===== src/hw/status_report_pkg.sv =====
// Package with the input image layout, event codes and timing constants.
package status_report_pkg;

  // Word indices of the ten-word input image.
  localparam logic [3:0] WORD_MOTION_STATUS = 4'h0;
  localparam logic [3:0] WORD_DRIVE_STATUS = 4'h1;
  localparam logic [3:0] WORD_PROFILE_POS = 4'h2;
  localparam logic [3:0] WORD_ENCODER_POS = 4'h4;
  localparam logic [3:0] WORD_CAPTURED_POS = 4'h6;
  localparam logic [3:0] WORD_PEAK_CURRENT = 4'h8;
  localparam logic [3:0] WORD_VELOCITY = 4'h9;
  localparam int IMAGE_WORDS = 10;

  // Position window for enabling, in counts.
  localparam logic [31:0] ENABLE_POS_WINDOW = 32'h0000_1000;

  // Heartbeat half period.
  localparam int HEARTBEAT_MS = 500;
  localparam int CLOCK_MHZ = 250;
  localparam int HEARTBEAT_CYCLES = HEARTBEAT_MS * 1000 * CLOCK_MHZ;

  localparam logic [15:0] STATUS_RESET = 16'h0000;
  localparam logic [31:0] POS_RESET = 32'h0000_0000;

  // One-cycle events reported by the motion engine.
  typedef struct packed {
    logic invalid_command;
    logic move_while_disabled;
    logic disable_in_motion;
    logic config_while_enabled;
    logic enable_attempt;
    logic preset_on_enable;
    logic estop_on;
    logic limit_in_move;
    logic jog_into_limit;
    logic home_opposite_limit;
    logic abs_encoder_fault_at_power;
    logic stall_stopped;
    logic move_done_ok;
    logic move_cmd_written;
    logic position_preset;
    logic reset_errors;
    logic homing_done_ok;
    logic follower_accepted;
    logic follower_ended;
    logic cmd_ack_set;
    logic cmd_bit_low;
    logic conn_restored;
  } motion_events_t;

  // Levels describing the present state of the drive.
  typedef struct packed {
    logic config_mode;
    logic internal_fault;
    logic config_invalid;
    logic decelerating;
    logic accelerating;
    logic in_motion;
    logic in_hold;
    logic turning_counterclockwise;
    logic turning_clockwise;
    logic power_stage_on;
    logic abs_encoder_error;
    logic torque_limit;
    logic jog_params_invalid;
    logic safe_off_discrepancy;
    logic driver_fault;
    logic safe_off_engaged;
    logic over_temperature;
    logic input_four_on;
    logic input_three_on;
    logic input_two_on;
    logic input_one_on;
  } drive_levels_t;

  // Raw motion quantities.
  typedef struct packed {
    logic [31:0] profile_position;
    logic [31:0] encoder_position;
    logic [31:0] captured_encoder_position;
    logic [15:0] peak_current_x100;
    logic [15:0] motor_velocity;
    logic [31:0] max_position_error;
  } motion_values_t;

endpackage


===== src/hw/servo_status_report.sv =====
// Command-mode network input image builder for the servo indexer.
// Summary of operation
// - Ten words: two status, profile, encoder, captured, current x100, velocity.
// - Current and velocity reported negative while position decreases.
// - Motion status bit 15 is one in configuration mode.
// - Motion status bit 14 is one while no internal fault exists.
// - Motion status bit 13 is one when no valid configuration held.
// - Command error on bad command, move disabled, disable in motion.
// - Command error on config entry enabled, or enable outside window.
// - Command and input errors hold until a reset-errors command.
// - Input error on emergency stop or limit in non-homing move.
// - Input error on jog into active limit or opposite limit homing.
// - Position invalid on encoder power-up error or enable window miss.
// - Position invalid on stall-stop overrun; bits 9 and 8 read zero.
// - Move complete set only by absolute, relative or registration moves.
// - Move complete cleared by next move, preset or reset errors.
// - Bit 6 while decelerating, bit 5 while accelerating.
// - Bit 4 set only after homing completes successfully.
// - Stopped set whenever motor still in normal moves.
// - Stopped held clear from follower acceptance until follower ends.
// - Bit 2 hold state, bit 1 counterclockwise, bit 0 clockwise.
// - Drive status bit 15 mirrors power stage enabled.
// - Drive status bit 14 set when following error exceeds limit.
// - Drive status bits 13 to 0 hold ack, encoder, heartbeat and rest.
// - Heartbeat toggles every 500 ms in command mode.
// - Reset errors also clears stall, jog change and connection lost.
`timescale 1ns/100ps
`default_nettype none

module servo_status_report
  import status_report_pkg::*;
#(
  parameter int HEARTBEAT_COUNT = HEARTBEAT_CYCLES
) (
  // Clock and reset.
  input wire logic mclk_i,
  input wire logic rst_b_i,
  // Drive state from the motion engine.
  input wire motion_events_t events_i,
  input wire drive_levels_t levels_i,
  input wire motion_values_t values_i,
  // Network image read port.
  input wire logic update_i,
  input wire logic [3:0] word_sel_i,
  output logic [15:0] word_o,
  output logic [15:0] motion_status_o,
  output logic [15:0] drive_status_o
);

  // Absolute difference of two signed positions.
  function automatic logic [31:0] abs_diff(input logic [31:0] a,
                                           input logic [31:0] b);
    logic [31:0] d;
    d = a - b;
    abs_diff = d[31] ? (32'h0 - d) : d;
  endfunction

  // Negate a magnitude when the position is falling.
  function automatic logic [15:0] signed_mag(input logic [15:0] m,
                                             input logic neg);
    signed_mag = neg ? (16'h0 - m) : m;
  endfunction

  logic cmd_err_reg;
  logic in_err_reg;
  logic pos_inv_reg;
  logic move_cmp_reg;
  logic homed_reg;
  logic follower_reg;
  logic stall_reg;
  logic jog_chg_reg;
  logic conn_lost_reg;
  logic cmd_ack_reg;
  logic heartbeat_reg;
  logic [31:0] hb_count_reg;
  logic [31:0] last_pos_reg;
  logic falling_reg;
  logic falling_now;
  logic [15:0] image_reg [IMAGE_WORDS];
  logic [15:0] word_reg;
  logic window_miss;
  logic follow_err;
  logic [15:0] motion_next;
  logic [15:0] drive_next;

  // The window test is a magnitude, so a wrap in either direction counts.
  assign window_miss = abs_diff(values_i.profile_position,
                                values_i.encoder_position) > ENABLE_POS_WINDOW;
  assign follow_err = abs_diff(values_i.profile_position,
                               values_i.encoder_position) >
                      values_i.max_position_error;

  // Sticky error flags; a setting event beats a reset in the same cycle.
  always_ff @(posedge mclk_i) begin
    if (!rst_b_i) begin
      cmd_err_reg <= 1'b0;
      in_err_reg <= 1'b0;
    end else begin
      if (events_i.invalid_command || events_i.move_while_disabled ||
          events_i.disable_in_motion) begin
        cmd_err_reg <= 1'b1;
      end else if (events_i.config_while_enabled ||
                   (events_i.enable_attempt && window_miss &&
                    !events_i.preset_on_enable)) begin
        cmd_err_reg <= 1'b1;
      end else if (events_i.reset_errors) begin
        cmd_err_reg <= 1'b0;
      end
      if (events_i.estop_on || events_i.limit_in_move) begin
        in_err_reg <= 1'b1;
      end else if (events_i.jog_into_limit ||
                   events_i.home_opposite_limit) begin
        in_err_reg <= 1'b1;
      end else if (events_i.reset_errors) begin
        in_err_reg <= 1'b0;
      end
    end
  end

  // Position invalid is not cleared by reset errors, only by a preset.
  always_ff @(posedge mclk_i) begin
    if (!rst_b_i) begin
      pos_inv_reg <= 1'b0;
    end else if (events_i.abs_encoder_fault_at_power ||
                 (events_i.enable_attempt && window_miss &&
                  !events_i.preset_on_enable)) begin
      pos_inv_reg <= 1'b1;
    end else if (events_i.stall_stopped && follow_err) begin
      pos_inv_reg <= 1'b1;
    end else if (events_i.position_preset) begin
      pos_inv_reg <= 1'b0;
    end
  end

  // Move completion and homing results.
  always_ff @(posedge mclk_i) begin
    if (!rst_b_i) begin
      move_cmp_reg <= 1'b0;
      homed_reg <= 1'b0;
    end else begin
      if (events_i.move_done_ok) begin
        move_cmp_reg <= 1'b1;
      end else if (events_i.move_cmd_written || events_i.position_preset ||
                   events_i.reset_errors) begin
        move_cmp_reg <= 1'b0;
      end
      if (events_i.homing_done_ok) begin
        homed_reg <= 1'b1;
      end else if (events_i.move_cmd_written || events_i.position_preset) begin
        homed_reg <= 1'b0;
      end
    end
  end

  // Follower state keeps the stopped flag low regardless of motion.
  always_ff @(posedge mclk_i) begin
    if (!rst_b_i) begin
      follower_reg <= 1'b0;
    end else if (events_i.follower_accepted) begin
      follower_reg <= 1'b1;
    end else if (events_i.follower_ended) begin
      follower_reg <= 1'b0;
    end
  end

  // Latched drive status flags.
  always_ff @(posedge mclk_i) begin
    if (!rst_b_i) begin
      stall_reg <= 1'b0;
      jog_chg_reg <= 1'b0;
      conn_lost_reg <= 1'b0;
    end else begin
      if (follow_err) begin
        stall_reg <= 1'b1;
      end else if (events_i.reset_errors) begin
        stall_reg <= 1'b0;
      end
      if (levels_i.jog_params_invalid) begin
        jog_chg_reg <= 1'b1;
      end else if (events_i.reset_errors || !levels_i.in_motion) begin
        jog_chg_reg <= 1'b0;
      end
      if (events_i.conn_restored) begin
        conn_lost_reg <= 1'b1;
      end else if (events_i.reset_errors) begin
        conn_lost_reg <= 1'b0;
      end
    end
  end

  // Acknowledge stays until the host drops its command bit.
  always_ff @(posedge mclk_i) begin
    if (!rst_b_i) begin
      cmd_ack_reg <= 1'b0;
    end else if (events_i.cmd_ack_set) begin
      cmd_ack_reg <= 1'b1;
    end else if (events_i.cmd_bit_low) begin
      cmd_ack_reg <= 1'b0;
    end
  end

  // Heartbeat runs only in command mode; in configuration mode the host reads the bit as zero.
  always_ff @(posedge mclk_i) begin
    if (!rst_b_i) begin
      hb_count_reg <= 32'h0;
      heartbeat_reg <= 1'b0;
    end else if (!levels_i.config_mode) begin
      if (hb_count_reg >= 32'(HEARTBEAT_COUNT - 1)) begin
        hb_count_reg <= 32'h0;
        heartbeat_reg <= !heartbeat_reg;
      end else begin
        hb_count_reg <= hb_count_reg + 32'h1;
      end
    end
  end

  // Direction at this update; an unchanged position keeps the last one.
  always_comb begin
    falling_now = falling_reg;
    if (values_i.encoder_position != last_pos_reg) begin
      falling_now = $signed(values_i.encoder_position - last_pos_reg) < 0;
    end
  end

  // The snapshot uses the direction of this very update, not the last one.
  always_ff @(posedge mclk_i) begin
    if (!rst_b_i) begin
      last_pos_reg <= POS_RESET;
      falling_reg <= 1'b0;
    end else if (update_i) begin
      last_pos_reg <= values_i.encoder_position;
      falling_reg <= falling_now;
    end
  end

  always_comb begin
    motion_next = STATUS_RESET;
    motion_next[15] = levels_i.config_mode;
    motion_next[14] = !levels_i.internal_fault;
    motion_next[13] = levels_i.config_invalid;
    motion_next[12] = cmd_err_reg;
    motion_next[11] = in_err_reg;
    motion_next[10] = pos_inv_reg;
    motion_next[9:8] = 2'b00;
    motion_next[7] = move_cmp_reg;
    motion_next[6] = levels_i.decelerating;
    motion_next[5] = levels_i.accelerating;
    motion_next[4] = homed_reg;
    motion_next[3] = !levels_i.in_motion && !follower_reg;
    motion_next[2] = levels_i.in_hold;
    motion_next[1] = levels_i.turning_counterclockwise;
    motion_next[0] = levels_i.turning_clockwise;
  end

  always_comb begin
    drive_next = STATUS_RESET;
    drive_next[15] = levels_i.power_stage_on;
    drive_next[14] = stall_reg;
    drive_next[13] = cmd_ack_reg;
    drive_next[12] = levels_i.abs_encoder_error;
    drive_next[11] = heartbeat_reg && !levels_i.config_mode;
    drive_next[10] = levels_i.torque_limit;
    drive_next[9] = jog_chg_reg;
    drive_next[8] = levels_i.safe_off_discrepancy;
    drive_next[7] = levels_i.driver_fault;
    drive_next[6] = conn_lost_reg;
    drive_next[5] = levels_i.safe_off_engaged;
    drive_next[4] = levels_i.over_temperature;
    drive_next[3] = levels_i.input_four_on;
    drive_next[2] = levels_i.input_three_on;
    drive_next[1] = levels_i.input_two_on;
    drive_next[0] = levels_i.input_one_on;
  end

  // Snapshot the whole image at once so a read never mixes two updates.
  always_ff @(posedge mclk_i) begin
    if (!rst_b_i) begin
      for (int i = 0; i < IMAGE_WORDS; i++) begin
        image_reg[i] <= STATUS_RESET;
      end
    end else if (update_i) begin
      image_reg[WORD_MOTION_STATUS] <= motion_next;
      image_reg[WORD_DRIVE_STATUS] <= drive_next;
      image_reg[WORD_PROFILE_POS] <= values_i.profile_position[15:0];
      image_reg[WORD_PROFILE_POS + 4'h1] <= values_i.profile_position[31:16];
      image_reg[WORD_ENCODER_POS] <= values_i.encoder_position[15:0];
      image_reg[WORD_ENCODER_POS + 4'h1] <= values_i.encoder_position[31:16];
      image_reg[WORD_CAPTURED_POS] <=
        values_i.captured_encoder_position[15:0];
      image_reg[WORD_CAPTURED_POS + 4'h1] <=
        values_i.captured_encoder_position[31:16];
      image_reg[WORD_PEAK_CURRENT] <=
        signed_mag(values_i.peak_current_x100, falling_now);
      image_reg[WORD_VELOCITY] <=
        signed_mag(values_i.motor_velocity, falling_now);
    end
  end

  // Read port; words beyond the image read as zero.
  always_ff @(posedge mclk_i) begin
    if (!rst_b_i) begin
      word_reg <= STATUS_RESET;
    end else if (word_sel_i < 4'(IMAGE_WORDS)) begin
      word_reg <= image_reg[word_sel_i];
    end else begin
      word_reg <= STATUS_RESET;
    end
  end

  assign word_o = word_reg;
  assign motion_status_o = image_reg[WORD_MOTION_STATUS];
  assign drive_status_o = image_reg[WORD_DRIVE_STATUS];

endmodule // servo_status_report

`default_nettype wire


===== config.mk =====
export PLATFORM = sky130hd
export DESIGN_NAME = servo_status_report
export DESIGN_NICKNAME = d
export VERILOG_FILES = /design/src/hw/status_report_pkg.sv /design/src/hw/servo_status_report.sv
export SDC_FILE = /design/constraint.sdc
export NUM_CORES = 1
export LEC_CHECK = 0
export ABC_AREA = 1
export CAP_MARGIN = 20
export CORE_MARGIN = 2
export CORE_UTILIZATION = 45
export DETAILED_ROUTE_END_ITERATION = 10
export DONT_BUFFER_PORTS = 1
export SLEW_MARGIN = 20
export SYNTH_ARGS = -nofsm -noshare
export SYNTH_HDL_FRONTEND = slang
export SYNTH_SLANG_ARGS = --single-unit

===== constraint.sdc =====
create_clock -name mclk_i -period 14.1 [get_ports mclk_i]
set_clock_uncertainty 0.05 [all_clocks]
set_input_delay 2.115 -clock mclk_i [delete_from_list [all_inputs] [get_ports mclk_i]]
set_output_delay 2.115 -clock mclk_i [all_outputs]
set_load 0.02 [all_outputs]

# Yosys cells after proc, flatten, opt, wreduce, memory -nomap -nowiden
# Memory sizes are Yosys's and may differ from the RTL's. A register that Yosys moved wholly into a read port is not among the register bits.
# Index checks and enable logic that the tools add are counted.
# word_totals
ff_bits	76
latchBits	0
ram_bits	160
rom_bits	0
input_bits	210
out_inout_bits	48
word_cells	110
mem_count	1
# mem_list
memory	depth	width	read_ports	rd_clocked_by_memory_dff	write_ports	line	text
image_reg	10	16	3	1	10	servo_status_report.sv:79	logic [15:0] image_reg [IMAGE_WORDS];
# classes
addsub	6
multipliers	0
div_mod_pow	0
order_cmp	5
eq_ne	1
shifts	0
muxes	39
bitwise	11
n_reduce_logical	33
# ops
operator	n
$mux W16	12
$mux W32	2
$sub A32 B32 Y32	2
$add A32 B1 Y32 const B	1
$ge A32 B27 Y1 const B	1
$gt A32 B13 Y1 const B	1
$gt A32 B32 Y1	1
$lt A32 B1 Y1 const B	1
$ne A32 B32 Y1	1
$sub A1 B16 Y16 const A	2
$sub A1 B32 Y32 const A	1
$mux W1	25
$reduce_bool A2 Y1	7
$or A1 B1 Y1	10
$logic_or A1 B1 Y1	9
$reduce_bool A3 Y1	3
$logic_not A1 Y1	7
$logic_and A1 B1 Y1	5
$lt A4 B4 Y1 const B	1
$reduce_and A2 Y1	2
$not A1 Y1	1

# Longest topological paths before layout
# logic_depth
depth_word	9
mapped_depth	37
ltp_nobuf	37

# Worst setup path after synthesis
# Ideal clock, no wire load.
# synth_path
path_kind	input to register
from	in rst_b_i
to	mem image_reg[0][0] (enable)
setup_ns	0.584
t_arrival_ns	7.033
required_time_ns	13.466
setup_slack_ns	6.433
cell_stages	4
path_cell_list	inv_1 -> or2_2 -> clkbuf_1 -> clkbuf_1
# synth_lines
item	line	text
start, declared	servo_status_report.sv:37	input wire logic rst_b_i,
end, declared	servo_status_report.sv:79	

# Final worst setup path
# layout_path
from	in values_i[114] (netlist bit)
to	reg pos_inv_reg
# layout_via
elab_chain_cells	8
elab_cells_between_ends	12
classes_between	2 x add/sub; 2 x order compare; 3 x mux; 5 x reduce/logical
# layout_rtl
item	line	text
start, declared	servo_status_report.sv:41	input wire motion_values_t values_i,
$sub A32 B32 Y32 *	servo_status_report.sv:54	d = a - b;
$sub A1 B32 Y32	servo_status_report.sv:55	abs_diff = d[31] ? (32'h0 - d) : d;
$mux W32 *	servo_status_report.sv:55	
$gt A32 B13 Y1	servo_status_report.sv:88	values_i.encoder_position) > ENABLE_POS_WINDOW;
$logic_and A1 B1 Y1 (2 in a row)	servo_status_report.sv:125	(events_i.enable_attempt && window_miss &&
$logic_or A1 B1 Y1	servo_status_report.sv:124	end else if (events_i.abs_encoder_fault_at_power ||
$reduce_bool A3 Y1 (no source line) or $mux W1 (tied branches)	n/a	
end signal, assigned	servo_status_report.sv:123	pos_inv_reg <= 1'b0;
end signal, assigned	servo_status_report.sv:127	pos_inv_reg <= 1'b1;
end signal, assigned	servo_status_report.sv:129	pos_inv_reg <= 1'b1;
end, declared	servo_status_report.sv:66	logic pos_inv_reg;
# Every way passes the cells marked *; elsewhere a longest branch is shown, timed or not.
# A chain may end at the register's enable or synchronous reset.

==> qor.txt <==
outcome -> finished clean
number of port buffers -> 0
synth unique cells -> 52
HP Class -> flip-flop to flip-flop
Synth Area in Compound Gates -> 10.9%
clock-pin slew on the worst setup and hold paths -> 0.06 ns
Worst Setup End Kind -> flip-flop
Routed WL -> 52.2 mm
synth top area cells -> edfxtp_1, dfxtp_1, inv_1, nand2_1, ha_1
Die Y-Extent -> 197 um
PwrDens -> 120 mW/mm2
final core utilization -> 49.7%
switching share of power -> 30.2%
Clock Latency Late Sink -> 0.58 ns
ys flop type -> edfxtp_1
GRT Max-Usage Layer -> met2
max_cap viols -> 0
leakage power -> 8.53 nW
via count -> 14700
Starting Density -> 45.7%
Max Root-Sink Buffers -> 3
RSZ-0062 raised after global routing -> no
Final Max Slew Viols -> 0
leading area contributor after synthesis -> edfxtp_1
CTS Buf Count -> 28
Post-Syn Area -> 0.0167 mm2
final worst-path cycle share -> 41.3%
final setup violation count -> 0
Hold Vio Cnt, Final -> 0
die area -> 0.0386 mm2
Post-Synth XOR/XNOR Area -> 1.73%
setup tns final -> 0 ns
wire length per cell -> 18.9 um
layout cells sized above 1 -> 6.35%
M1 GR Usage -> 34.3%
Tightest Pin Transition -> 1.05 ns
GR met2 Demand/Resource -> 45.2%
clock network fraction of total power -> 38.9%
Sinks on Clock Net -> 250
Yosys Warn Count -> 0
via/cell ratio -> 5.30
DRC Markers -> 0
main combinational cell family by area after synthesis -> simple AND/OR/NAND/NOR gates
cts hold-fix bufs -> 0
Slowest-stage cell, CP -> ha_1
CP arrival -> 6.24 ns
Req. time, crit path -> 14.52 ns
Post-Synth Adder-Cell Area -> 7.32%
Seq pwr share -> 39.7%
Critical Path Source Type -> primary input
final HPWL from detailed placement -> 41.8 mm
ys async rst share -> 0%
first-pass GRT wire length -> 79.1 mm
DRT iter0 DRCs -> 937
initial antenna violation count -> 2
mux cell area share after synthesis -> 0%
fmax -> 0.172 GHz
most frequent CP cell -> nand2_1
maximum vdd drop -> 0.0000843 V
IO Count -> 258
Post-Syn Instances -> 2302
flops & latches, synth -> 250
area growth from synthesis to layout -> 8.86%
Tmin final -> 5.82 ns
Psw -> 0.659 mW
overall routing resource usage -> 26.6%
Comb power frac -> 21.4%
top cell type's share of synthesized area -> 28.5%
GP Congestion -> 0.930
Setup CP Type -> primary input to flip-flop
post-synthesis simple-gate area fraction -> 28.6%
Nets -> 2584
DRT Pass-1 Iters -> 7
# resized after CTS -> 0
Cell Rows -> 70
most frequent cells after synthesis -> inv_1, nand2_1, nor2_1
chip width -> 197 um
slowest stage delay, CP -> 0.40 ns
critical path peak fanout -> 38
met3 Use GR -> 4.93%
CTS tree -> yes
vias in the first global route -> 14100
largest net degree at the start of global routing -> 95
average cell area after synthesis -> 7.24 um2
FF-to-FF setup slack -> 10.63 ns
H-tree depth -> 1
Routed Antenna Nets -> 0
Pint -> 1.52 mW
postcts setup bufs -> 0
number of synthesized flops with an enable pin -> 158
clock root buffer -> clkbuf_16
diode count -> 0
Rel. slew slack -> 29.7%
Largest register FFs -> 158
most common cell in the netlist -> inv_1
sequential area share after synthesis -> 39.5%
global route total overflow -> 0
Core Area -> 0.0365 mm2
==> metal layers <==
layer  vias to the layer above  routed length [um]
li1                       7415                   -
met1                      6756               22300
met2                       417               24700
met3                        85                3380
met4                         0                1800
met5                         -                   0
==> layout by cell type (no fill, tap or decap), types with 9 or more instances in the layout <==
| cell | n |
|---|---|
| o211ai_1 | 28 |
| dfxtp_1 | 92 |
| nand2_2 | 29 |
| nor2_1 | 300 |
| xor2_1 | 23 |
| nor2_2 | 20 |
| o22ai_1 | 34 |
| nor3_1 | 53 |
| o21a_1 | 17 |
| nand3_1 | 171 |
| buf_4 | 10 |
| edfxtp_1 | 158 |
| clkbuf_16 | 28 |
| bufinv_16 | 9 |
| nand2_1 | 433 |
| a21oi_1 | 119 |
| inv_2 | 19 |
| ha_1 | 96 |
| inv_1 | 435 |
| nand4_1 | 39 |
| nor3b_1 | 14 |
| o21ai_0 | 72 |
==> power groups by stage <==
stage | sequential [mW] | clock [mW] | combinational (mW)
2_1_floorplan | 0.875 | 0 | 0.355
3_3_place_gp | 0.880 | 0 | 0.458
3_5_place_dp | 0.881 | 0 | 0.464
4_1_cts | 0.866 | 0.860 | 0.467
5_1_grt | 0.869 | 0.891 | 0.535
6_report | 0.865 | 0.848 | 0.466
==> worst max-delay path: cells and delay by family <==
kind / cells / cell delay, ns
buffers and inverters: 7 / 0.80
AO/OA/AOI/OAI: 6 / 1.39
adder cells (fa/ha/maj): 2 / 0.69
XOR/XNOR: 1 / 0.15
AND/OR/NAND/NOR: 13 / 1.07
==> path summary, 6_finish.rpt <==
check	cells after the start	end	startpoint
worst max-delay path	29	pos_inv_reg	values_i[114]
worst min-delay path	2	hb_count_reg[27]	hb_count_reg[27]
worst max register to register	19	image_reg[9][15]	last_pos_reg[2]
worst min register to register	2	hb_count_reg[27]	hb_count_reg[27]
==> kinds of logic (layout without fill, tap and decap cells) <==
kind of cell,count (synthesis),count (layout)
buf+inv,525,521
fa+ha+maj,97,97
simple gates,1088,1088
compound gates,309,309
xor+xnor,32,32
flops,250,250
other cells,1,2
==> area by class of cell <==
type,instances,area [um2]
clock inverters,15,329
fillers,3673,18400
clock buffers,37,744
well taps,468,586
multi-input cells,1528,8110
inverters,459,1720
repair buffers,10,75.1
flip-flops and latches,250,6590
==> metrics by stage <==
stage               cell area [um2]  hold WS, ns  std cells  power [mW]  worst slack [ns]
floorplan                     16700        0.369       2303        1.23              6.43
global placement              17100        0.379       2715        1.34              7.76
detailed placement            17100        0.378       2715        1.35              7.69
CTS                           18200        0.390       2767        2.19              8.28
global route                  18200        0.418       2767        2.29              7.85
finish                        18200        0.386       2767        2.18              8.28
Note: power is estimated with default switching activity, not from simulation.
